### src/ipv4c_defines.svh
// Constants of the IPv4 access entry classifier
`ifndef IPV4C_DEFINES_SVH
`define IPV4C_DEFINES_SVH
// ----------------------------------------
// Table geometry and resource limits
// ----------------------------------------
`define IPV4C_ENTRIES 8
`define IPV4C_LAST_IDX 3'h7
`define IPV4C_FIRST_IDX 3'h0
`define IPV4C_RANGE_UNITS 4'h4
// Accept edge to verdict pulse, in cycles
`define IPV4C_SCAN_LAT 10
`endif

### src/ipv4c_pkg.sv
// Types shared by the IPv4 access entry classifier
package ipv4c_pkg;
    typedef enum logic [1:0] {IPV4C_ACT_PERMIT, IPV4C_ACT_DENY, IPV4C_ACT_SHUTDOWN} ipv4c_act_t;
    typedef enum logic [1:0] {IPV4C_PORT_ANY, IPV4C_PORT_SINGLE, IPV4C_PORT_RANGE} ipv4c_port_sel_t;
    typedef enum logic [1:0] {IPV4C_IDLE, IPV4C_SCAN, IPV4C_LAST} ipv4c_state_t;
    typedef struct packed {
        logic valid;
        logic [7:0] list_id;
        logic [15:0] seq;
        ipv4c_act_t action;
        logic proto_any;
        logic [7:0] proto;
        logic src_ip_any;
        logic [31:0] src_ip;
        logic [31:0] source_ip_mask;
        logic dst_ip_any;
        logic [31:0] dst_ip;
        logic [31:0] destination_ip_mask;
        ipv4c_port_sel_t sport_sel;
        logic [15:0] sport_lo;
        logic [15:0] sport_hi;
    } ipv4c_access_entry_t;
    typedef struct packed {
        logic [7:0] proto;
        logic [31:0] src_ip;
        logic [31:0] dst_ip;
        logic [15:0] sport;
    } ipv4c_frame_t;
    typedef struct packed {
        logic valid;
        logic hit;
        logic forward;
        logic learn;
        logic drop;
        logic shutdown;
        logic [2:0] idx;
    } ipv4c_verdict_t;
endpackage

### src/ipv4c_classifier.sv
// IPv4 access entry classifier: configuration, entry scan and verdict
//
// Overview of operation
// - Permit verdict forwards the frame and lets its source address be learned.
// - Deny verdict drops the frame; it is neither forwarded nor delivered.
// - Verdict field also encodes shutdown besides permit and deny.
// - Protocol selector any makes the IP protocol field don't-care.
// - Specific protocol selector matches only frames with that protocol value.
// - Source address filter any skips the source address compare.
// - User source filter compares source address under the source wildcard mask.
// - Each entry stores a 32-bit source wildcard mask beside the address.
// - Destination address filter any skips the destination address compare.
// - User destination filter compares under the destination wildcard mask.
// - Each entry stores a 32-bit destination wildcard mask beside the address.
// - Source port selector any makes the source port don't-care.
// - Single source port selector matches only an equal 16-bit port.
// - Range source port selector matches ports inside the stored bounds.
// - Each entry carries a sequence number and its list reference.
// - Entries that exceed hardware resources are marked as conflicts.
// - A direct protocol identifier is an 8-bit value 0 to 255.
`timescale 1ns/1ps
`include "ipv4c_defines.svh"
module ipv4c_classifier
    import ipv4c_pkg::*;
(
    input wire logic sys_clk,
    input wire logic rstn,
    input wire logic cfg_wr_valid,
    input wire logic [2:0] cfg_wr_idx,
    input wire ipv4c_access_entry_t cfg_wr_entry,
    output logic cfg_ready,
    input wire logic [7:0] bind_list,
    input wire logic frm_valid,
    input wire ipv4c_frame_t frm_in,
    output logic frm_ready,
    output ipv4c_verdict_t verdict,
    output logic [7:0] conflict
);
    // ----------------------------------------
    // State
    // ----------------------------------------
    typedef struct packed {
        ipv4c_state_t state;
        logic idle;
        ipv4c_frame_t frame;
        logic [7:0] list;
        logic [2:0] addr;
        logic eval_vld;
        logic [2:0] eval_idx;
        logic found;
        logic [15:0] best_seq;
        ipv4c_act_t best_act;
        logic [2:0] best_idx;
        logic [7:0] conflict;
        logic [7:0] range_used;
        ipv4c_verdict_t vrd;
    } ipv4c_main_st_t;
    ipv4c_main_st_t st_ff;
    ipv4c_main_st_t nxt_st;

    logic cfg_take;
    logic frm_take;
    logic need_range;
    logic [7:0] range_other;
    logic [3:0] range_count;
    logic new_conflict;
    ipv4c_access_entry_t wr_entry;
    ipv4c_access_entry_t rd_entry;
    logic hit;

    // ----------------------------------------
    // Entry storage and matcher
    // ----------------------------------------
    ipv4c_entry_mem u_mem (
        .sys_clk(sys_clk),
        .rstn(rstn),
        .wr_en(cfg_take),
        .wr_idx(cfg_wr_idx),
        .wr_entry(wr_entry),
        .rd_idx(st_ff.addr),
        .rd_entry(rd_entry)
    );

    ipv4c_entry_match u_match (
        .entry(rd_entry),
        .frame(st_ff.frame),
        .list_id(st_ff.list),
        .hit(hit)
    );

    // Range units held by entries other than the one being written
    genvar gi;
    generate
        for (gi = 0; gi < `IPV4C_ENTRIES; gi++) begin : g_range
            assign range_other[gi] = st_ff.range_used[gi] && (cfg_wr_idx != 3'(gi));
        end
    endgenerate

    // Configuration takes priority over a frame in the idle state
    always_comb begin
        cfg_take = cfg_wr_valid && st_ff.idle;
        frm_take = frm_valid && st_ff.idle && !cfg_wr_valid;
        need_range = cfg_wr_entry.valid && (cfg_wr_entry.sport_sel == IPV4C_PORT_RANGE);
        range_count = 4'($countones(range_other));
        new_conflict = need_range && (range_count >= `IPV4C_RANGE_UNITS);
        wr_entry = cfg_wr_entry;
        wr_entry.valid = cfg_wr_entry.valid && !new_conflict;
    end

    // ----------------------------------------
    // Next state
    // ----------------------------------------
    always_comb begin
        nxt_st = st_ff;
        nxt_st.vrd = '0;
        nxt_st.eval_vld = (st_ff.state == IPV4C_SCAN);
        nxt_st.eval_idx = st_ff.addr;
        // Record install result and range usage of a written entry
        if (cfg_take) begin
            nxt_st.conflict[cfg_wr_idx] = new_conflict;
            nxt_st.range_used[cfg_wr_idx] = need_range && !new_conflict;
        end
        // Keep the matching entry with the lowest sequence number
        if (st_ff.eval_vld && hit && (!st_ff.found || (rd_entry.seq < st_ff.best_seq))) begin
            nxt_st.found = 1'b1;
            nxt_st.best_seq = rd_entry.seq;
            nxt_st.best_act = rd_entry.action;
            nxt_st.best_idx = st_ff.eval_idx;
        end
        case (st_ff.state)
            IPV4C_IDLE: begin
                if (frm_take) begin
                    nxt_st.frame = frm_in;
                    nxt_st.list = bind_list;
                    nxt_st.found = 1'b0;
                    nxt_st.addr = `IPV4C_FIRST_IDX;
                    nxt_st.idle = 1'b0;
                    nxt_st.state = IPV4C_SCAN;
                end
            end
            IPV4C_SCAN: begin
                if (st_ff.addr == `IPV4C_LAST_IDX) begin
                    nxt_st.state = IPV4C_LAST;
                end else begin
                    nxt_st.addr = st_ff.addr + 3'h1;
                end
            end
            IPV4C_LAST: begin
                // Last entry is evaluated now; issue the verdict
                nxt_st.vrd.valid = 1'b1;
                nxt_st.vrd.hit = nxt_st.found;
                // No match reports slot zero, never a slot left from an earlier frame
                nxt_st.vrd.idx = nxt_st.found ? nxt_st.best_idx : `IPV4C_FIRST_IDX;
                if (!nxt_st.found) begin
                    nxt_st.vrd.forward = 1'b1;
                    nxt_st.vrd.learn = 1'b1;
                end else begin
                    case (nxt_st.best_act)
                        IPV4C_ACT_PERMIT: begin
                            nxt_st.vrd.forward = 1'b1;
                            nxt_st.vrd.learn = 1'b1;
                        end
                        IPV4C_ACT_DENY: begin
                            nxt_st.vrd.drop = 1'b1;
                        end
                        IPV4C_ACT_SHUTDOWN: begin
                            nxt_st.vrd.drop = 1'b1;
                            nxt_st.vrd.shutdown = 1'b1;
                        end
                        default: begin
                            nxt_st.vrd.drop = 1'b1;
                        end
                    endcase
                end
                nxt_st.addr = `IPV4C_FIRST_IDX;
                nxt_st.idle = 1'b1;
                nxt_st.state = IPV4C_IDLE;
            end
            default: begin
                nxt_st.idle = 1'b1;
                nxt_st.state = IPV4C_IDLE;
            end
        endcase
    end

    // State register
    always_ff @(posedge sys_clk or negedge rstn) begin
        if (!rstn) begin
            st_ff <= '0;
            st_ff.idle <= 1'b1;
            st_ff.state <= IPV4C_IDLE;
        end else begin
            st_ff <= nxt_st;
        end
    end

    assign cfg_ready = st_ff.idle;
    assign frm_ready = st_ff.idle;
    assign verdict = st_ff.vrd;
    assign conflict = st_ff.conflict;

    // ----------------------------------------
    // Assertions
    // ----------------------------------------
    localparam int SCAN_LAT = `IPV4C_SCAN_LAT;
endmodule

### src/ipv4c_entry_match.sv
// Compares one frame against one access entry
`timescale 1ns/1ps
module ipv4c_entry_match
    import ipv4c_pkg::*;
(
    input wire ipv4c_access_entry_t entry,
    input wire ipv4c_frame_t frame,
    input wire logic [7:0] list_id,
    output logic hit
);
    logic proto_ok;
    logic src_ok;
    logic dst_ok;
    logic sport_ok;

    // Field filters; mask ones are don't-care address bits
    always_comb begin
        proto_ok = entry.proto_any || (frame.proto == entry.proto);
        src_ok = entry.src_ip_any
            || (((frame.src_ip ^ entry.src_ip) & ~entry.source_ip_mask) == '0);
        dst_ok = entry.dst_ip_any
            || (((frame.dst_ip ^ entry.dst_ip) & ~entry.destination_ip_mask) == '0);
        case (entry.sport_sel)
            IPV4C_PORT_ANY: sport_ok = 1'b1;
            IPV4C_PORT_SINGLE: sport_ok = (frame.sport == entry.sport_lo);
            IPV4C_PORT_RANGE: sport_ok = (frame.sport >= entry.sport_lo) && (frame.sport <= entry.sport_hi);
            default: sport_ok = 1'b0;
        endcase
        // All enabled filters at once, and only entries of the bound list
        hit = entry.valid && (entry.list_id == list_id) && proto_ok && src_ok && dst_ok && sport_ok;
    end
endmodule

### src/ipv4c_entry_mem.sv
// Access entry storage with registered read data
`timescale 1ns/1ps
`include "ipv4c_defines.svh"
module ipv4c_entry_mem
    import ipv4c_pkg::*;
(
    input wire logic sys_clk,
    input wire logic rstn,
    input wire logic wr_en,
    input wire logic [2:0] wr_idx,
    input wire ipv4c_access_entry_t wr_entry,
    input wire logic [2:0] rd_idx,
    output ipv4c_access_entry_t rd_entry
);
    typedef struct packed {
        ipv4c_access_entry_t [`IPV4C_ENTRIES-1:0] mem;
        ipv4c_access_entry_t rd;
    } ipv4c_mem_st_t;
    ipv4c_mem_st_t st_ff;
    ipv4c_mem_st_t nxt_st;

    // Write one entry, read one entry every cycle
    always_comb begin
        nxt_st = st_ff;
        if (wr_en) begin
            nxt_st.mem[wr_idx] = wr_entry;
        end
        nxt_st.rd = st_ff.mem[rd_idx];
    end

    // State register, all entries invalid after reset
    always_ff @(posedge sys_clk or negedge rstn) begin
        if (!rstn) begin
            st_ff <= '0;
        end else begin
            st_ff <= nxt_st;
        end
    end

    assign rd_entry = st_ff.rd;
endmodule

### config.mk
export PLATFORM = sky130hd
export DESIGN_NAME = ipv4c_classifier
export DESIGN_NICKNAME = d
export VERILOG_FILES = /design/src/ipv4c_pkg.sv /design/src/ipv4c_classifier.sv /design/src/ipv4c_entry_match.sv /design/src/ipv4c_entry_mem.sv
export VERILOG_INCLUDE_DIRS = /design/src
export SDC_FILE = /design/constraint.sdc
export NUM_CORES = 2
export LEC_CHECK = 0
export ABC_AREA = 1
export ABC_CLOCK_PERIOD_IN_PS = 4400
export BUFFER_PORTS_ARGS = -buffer_cell sky130_fd_sc_hd__buf_2
export CELL_PAD_IN_SITES_DETAIL_PLACEMENT = 1
export CELL_PAD_IN_SITES_GLOBAL_PLACEMENT = 2
export CORE_ASPECT_RATIO = 0.5
export CORE_MARGIN = 5
export CORE_UTILIZATION = 39
export DETAILED_ROUTE_END_ITERATION = 8
export PLACE_DENSITY = 0.85
export SYNTH_ARGS = -nofsm -noshare
export SYNTH_HDL_FRONTEND = slang
export SYNTH_SLANG_ARGS = --single-unit
### constraint.sdc
create_clock -name sys_clk -period 4.4 [get_ports sys_clk]
set_input_delay 0.22 -clock sys_clk [delete_from_list [all_inputs] [get_ports sys_clk]]
set_output_delay 0.22 -clock sys_clk [all_outputs]
set_load 0.05 [all_outputs]
==> results.md <==
- Outcome: completed
- Hpwl dp: 163000 um
- FMAX: 286 MHz
- Tcrit/Tclk final: 0.796
- Hold Crit Class: in -> reg
- Compound-Gate Fraction of Synth Area: 0.198
- Syn Inst Count: 9677
- Largest net degree at the start of global routing: 177
- Global route overflow: 0
- RSZ-0062 raised after global routing: no
- PortBufs: 321
- Post-Synth XOR/XNOR Area: 0.00104
- Post-layout minimum cycle time: 3.50 ns
- Starting Density: 0.392
- Adder-Cell Fraction of Synth Area: 0.00891
- Min Hold Slack: 0.130 ns
- Area contributors post-synth: dfrtp_1 (58%), o21ai_0 (13%), nand2_1 (10%), inv_1 (3.5%), nor2_1 (3.2%)
- Distinct cells, synth: 39
- Clock sink count: 1952
- Io pins: 322
- DRT iter0 DRCs: 4988
- Yosys Warn Count: 0
- Core Region: 0.214 sq mm
- Synth async-reset ratio: 1.00
- Most used DFF post-synth: dfrtp_1
- Post-synthesis area per instance: 8.68 sq um
- Largest area contributor in the netlist: dfrtp_1
- Nets@finish: 10321
- Syn Nets: 10038
- Maximum VDD drop: 425 uV
- Final wirelength: 268000 um
- Mux contribution to synthesized area: 0.00268
- Flops & latches, synth: 1952
- Kind of critical path: in -> reg
- DRC: 0
- GRT Util Overall: 0.238
- Hold Fails Final Rpt: 0
- Critical-path maximum fanout: 8
- Post-synthesis instance area: 0.0840 sq mm
- Worst-Skew Late Latency: 0.84 ns
- Crit. End Element: register
- Die H: 338 um
- Least-Margin Pin Slew: 1.09 ns
- Die area: 0.225 sq mm
- Per-cell routed wire length: 20.7 um
- Worst Clk Skew: 0.0541 ns
- Synth top area share: 0.582
- Slew HR: 0.268
- Post-layout util: 0.455
- DR pass1 iterations: 5
- Main combinational cell family by area after synthesis: compound AO/OA/AOI/OAI gates
- Synth Area in Simple Gates: 0.139
- CTS root buffer: clkbuf_16
- Layout cells sized above 1: 0.0793
- H-tree depth: 4
- CTS tree: done
- Avg Vias per Cell: 5.29
- ANT nets after route: 0
- Total power: 69.2 mW
- GP Congestion: 0.768
- Die W: 666 um
- First-pass GRT wire length: 425000 um
- Synthesis-to-finish area growth: 15.9%
- Critical Path Start Type: primary input
- Setup_tns: 0 ns
- Total of max-cap violations: 0
- Finish-stage setup viols: 0
- Post-CTS Resized: 0
- Final Max Tran Viols: 0
- Vias in the first global route: 72466
- CTS buffer count: 190
- Vias: 68495
- Rows: 120
- Sequential area share after synthesis: 0.582
- Count leader, synth: nand2_1
- LEAKAGE: 45.4 nW
- Initial antenna violation count: 10
- CP required: 5.07 ns
- Worst endpoint data arrival time: 4.18 ns
- CTS max path bufs: 4
- Clk slew on worst S/H paths: 0.07 ns
- Pwr dens: 711 mW/mm^2
- Top cells by count, synth: nand2_1 (2260), o21ai_0 (2251), dfrtp_1 (1951), inv_1 (779), nor2_1 (709)
- Number of synthesized flops with an enable pin: 0
## cells in the final DEF, fill, tap and decap left out, types with 4 or more instances in the layout
cell type and instances:
clkbuf_8 42, inv_1 778, bufinv_16 6, o21ai_1 18, buf_2 320, nand2_1 2258, nand3_1 18, clkbuf_16 191
clkinv_2 27, nand3b_1 32, buf_12 54, diode_2 5, dlygate4sd3_1 306, nand4_1 9, o21a_1 4, nor2_4 4
ha_1 55, xnor2_1 8, mux2_4 15, o22ai_1 202, inv_8 5, o211ai_1 199, buf_4 113, nor2_1 706
a21oi_1 226, a31oi_1 201, clkbuf_1 41, nor3_1 7, clkinvlp_4 4, o21ai_0 2251, dfrtp_1 1948
## power by group
group | switching [mW] | internal, mW
Sequential | 4.26 | 26.6
Combinational | 14.3 | 7.90
Clock | 7.18 | 9.00
## metal layers
layer,vias up,GRT usage,part of all wire
li1,32317,-,-
met1,34831,0.323,0.46
met4,0,0.0606,0.026
met5,-,0,0
met3,367,0.0267,0.031
met2,980,0.408,0.48
## state kept, by name (all words and copies together) (netlist names)
| name | flops |
|---|---|
| nxt_st | 3 |
| conflict | 8 |
| u_mem.rd_entry | 200 |
| cfg_ready | 1 |
| u_mem.st_ff | 1600 |
| st_ff | 132 |
| verdict | 8 |
## worst paths after layout
check / startpoint / to / slack, ns / depth (start not counted)
worst min-delay path: bind_list[3] / st_ff[57] / 0.13 / 4
worst max register to register: st_ff[9] / u_mem.st_ff[1599] / 1.08 / 12
max in group asynchronous: rstn / u_mem.st_ff[493] / 2.45 / 5
worst max-delay path: cfg_wr_idx[0] / u_mem.st_ff[1599] / 0.90 / 16
worst min register to register: u_mem.st_ff[408] / u_mem.st_ff[408] / 0.48 / 2
min in group asynchronous: rstn / u_mem.st_ff[950] / 0.52 / 3
## through the flow
step / cell area, sq um / setup slack, ns / cells
after global routing: 97300 / 0.661 / 12950
after detailed placement: 88300 / 0.677 / 12329
after global placement: 88300 / 0.652 / 12329
after CTS: 97300 / 0.995 / 12949
final: 97300 / 0.899 / 12954
after floorplan: 84000 / 1.20 / 9677
## cell type report
| cell class | count | area [sq um] |
|---|---|---|
| repair buffers | 793 | 6590 |
| clock inverters | 40 | 389 |
| clock buffers | 274 | 5510 |
| multi-input cells | 6239 | 29400 |
| well taps | 2867 | 3590 |
| fillers | 25023 | 117000 |
| diodes | 5 | 12.5 |
| inverters | 784 | 2970 |
| flip-flops and latches | 1952 | 48900 |
## worst max-delay path, cell delays in order
cell           delay (ns)
dlygate4sd3_1        0.56
buf_2                0.20
inv_2                0.09
nor3_1               0.36
nor2_1               0.12
fa_1                 0.55
inv_1                0.05
fa_1                 0.44
fa_1                 0.37
inv_1                0.07
ha_1                 0.15
nand2_1              0.06
o31ai_2              0.40
nand4_1              0.18
nand2_1              0.24
o21ai_0              0.12
## timing repair
action,in CTS,in global routing
buffers inserted,0,0
hold endpoints to repair,1873,0
hold buffers,306,0
## cells by family after synthesis
group / after synthesis
AOI/OAI and AO/OA: 3113
and+or+nand+nor: 3043
DFF: 1952
buffers and inverters: 1486
adders and majority gates: 58
muxes: 15
xor gates and xnor gates: 10
(Power assumes the default switching activity.)
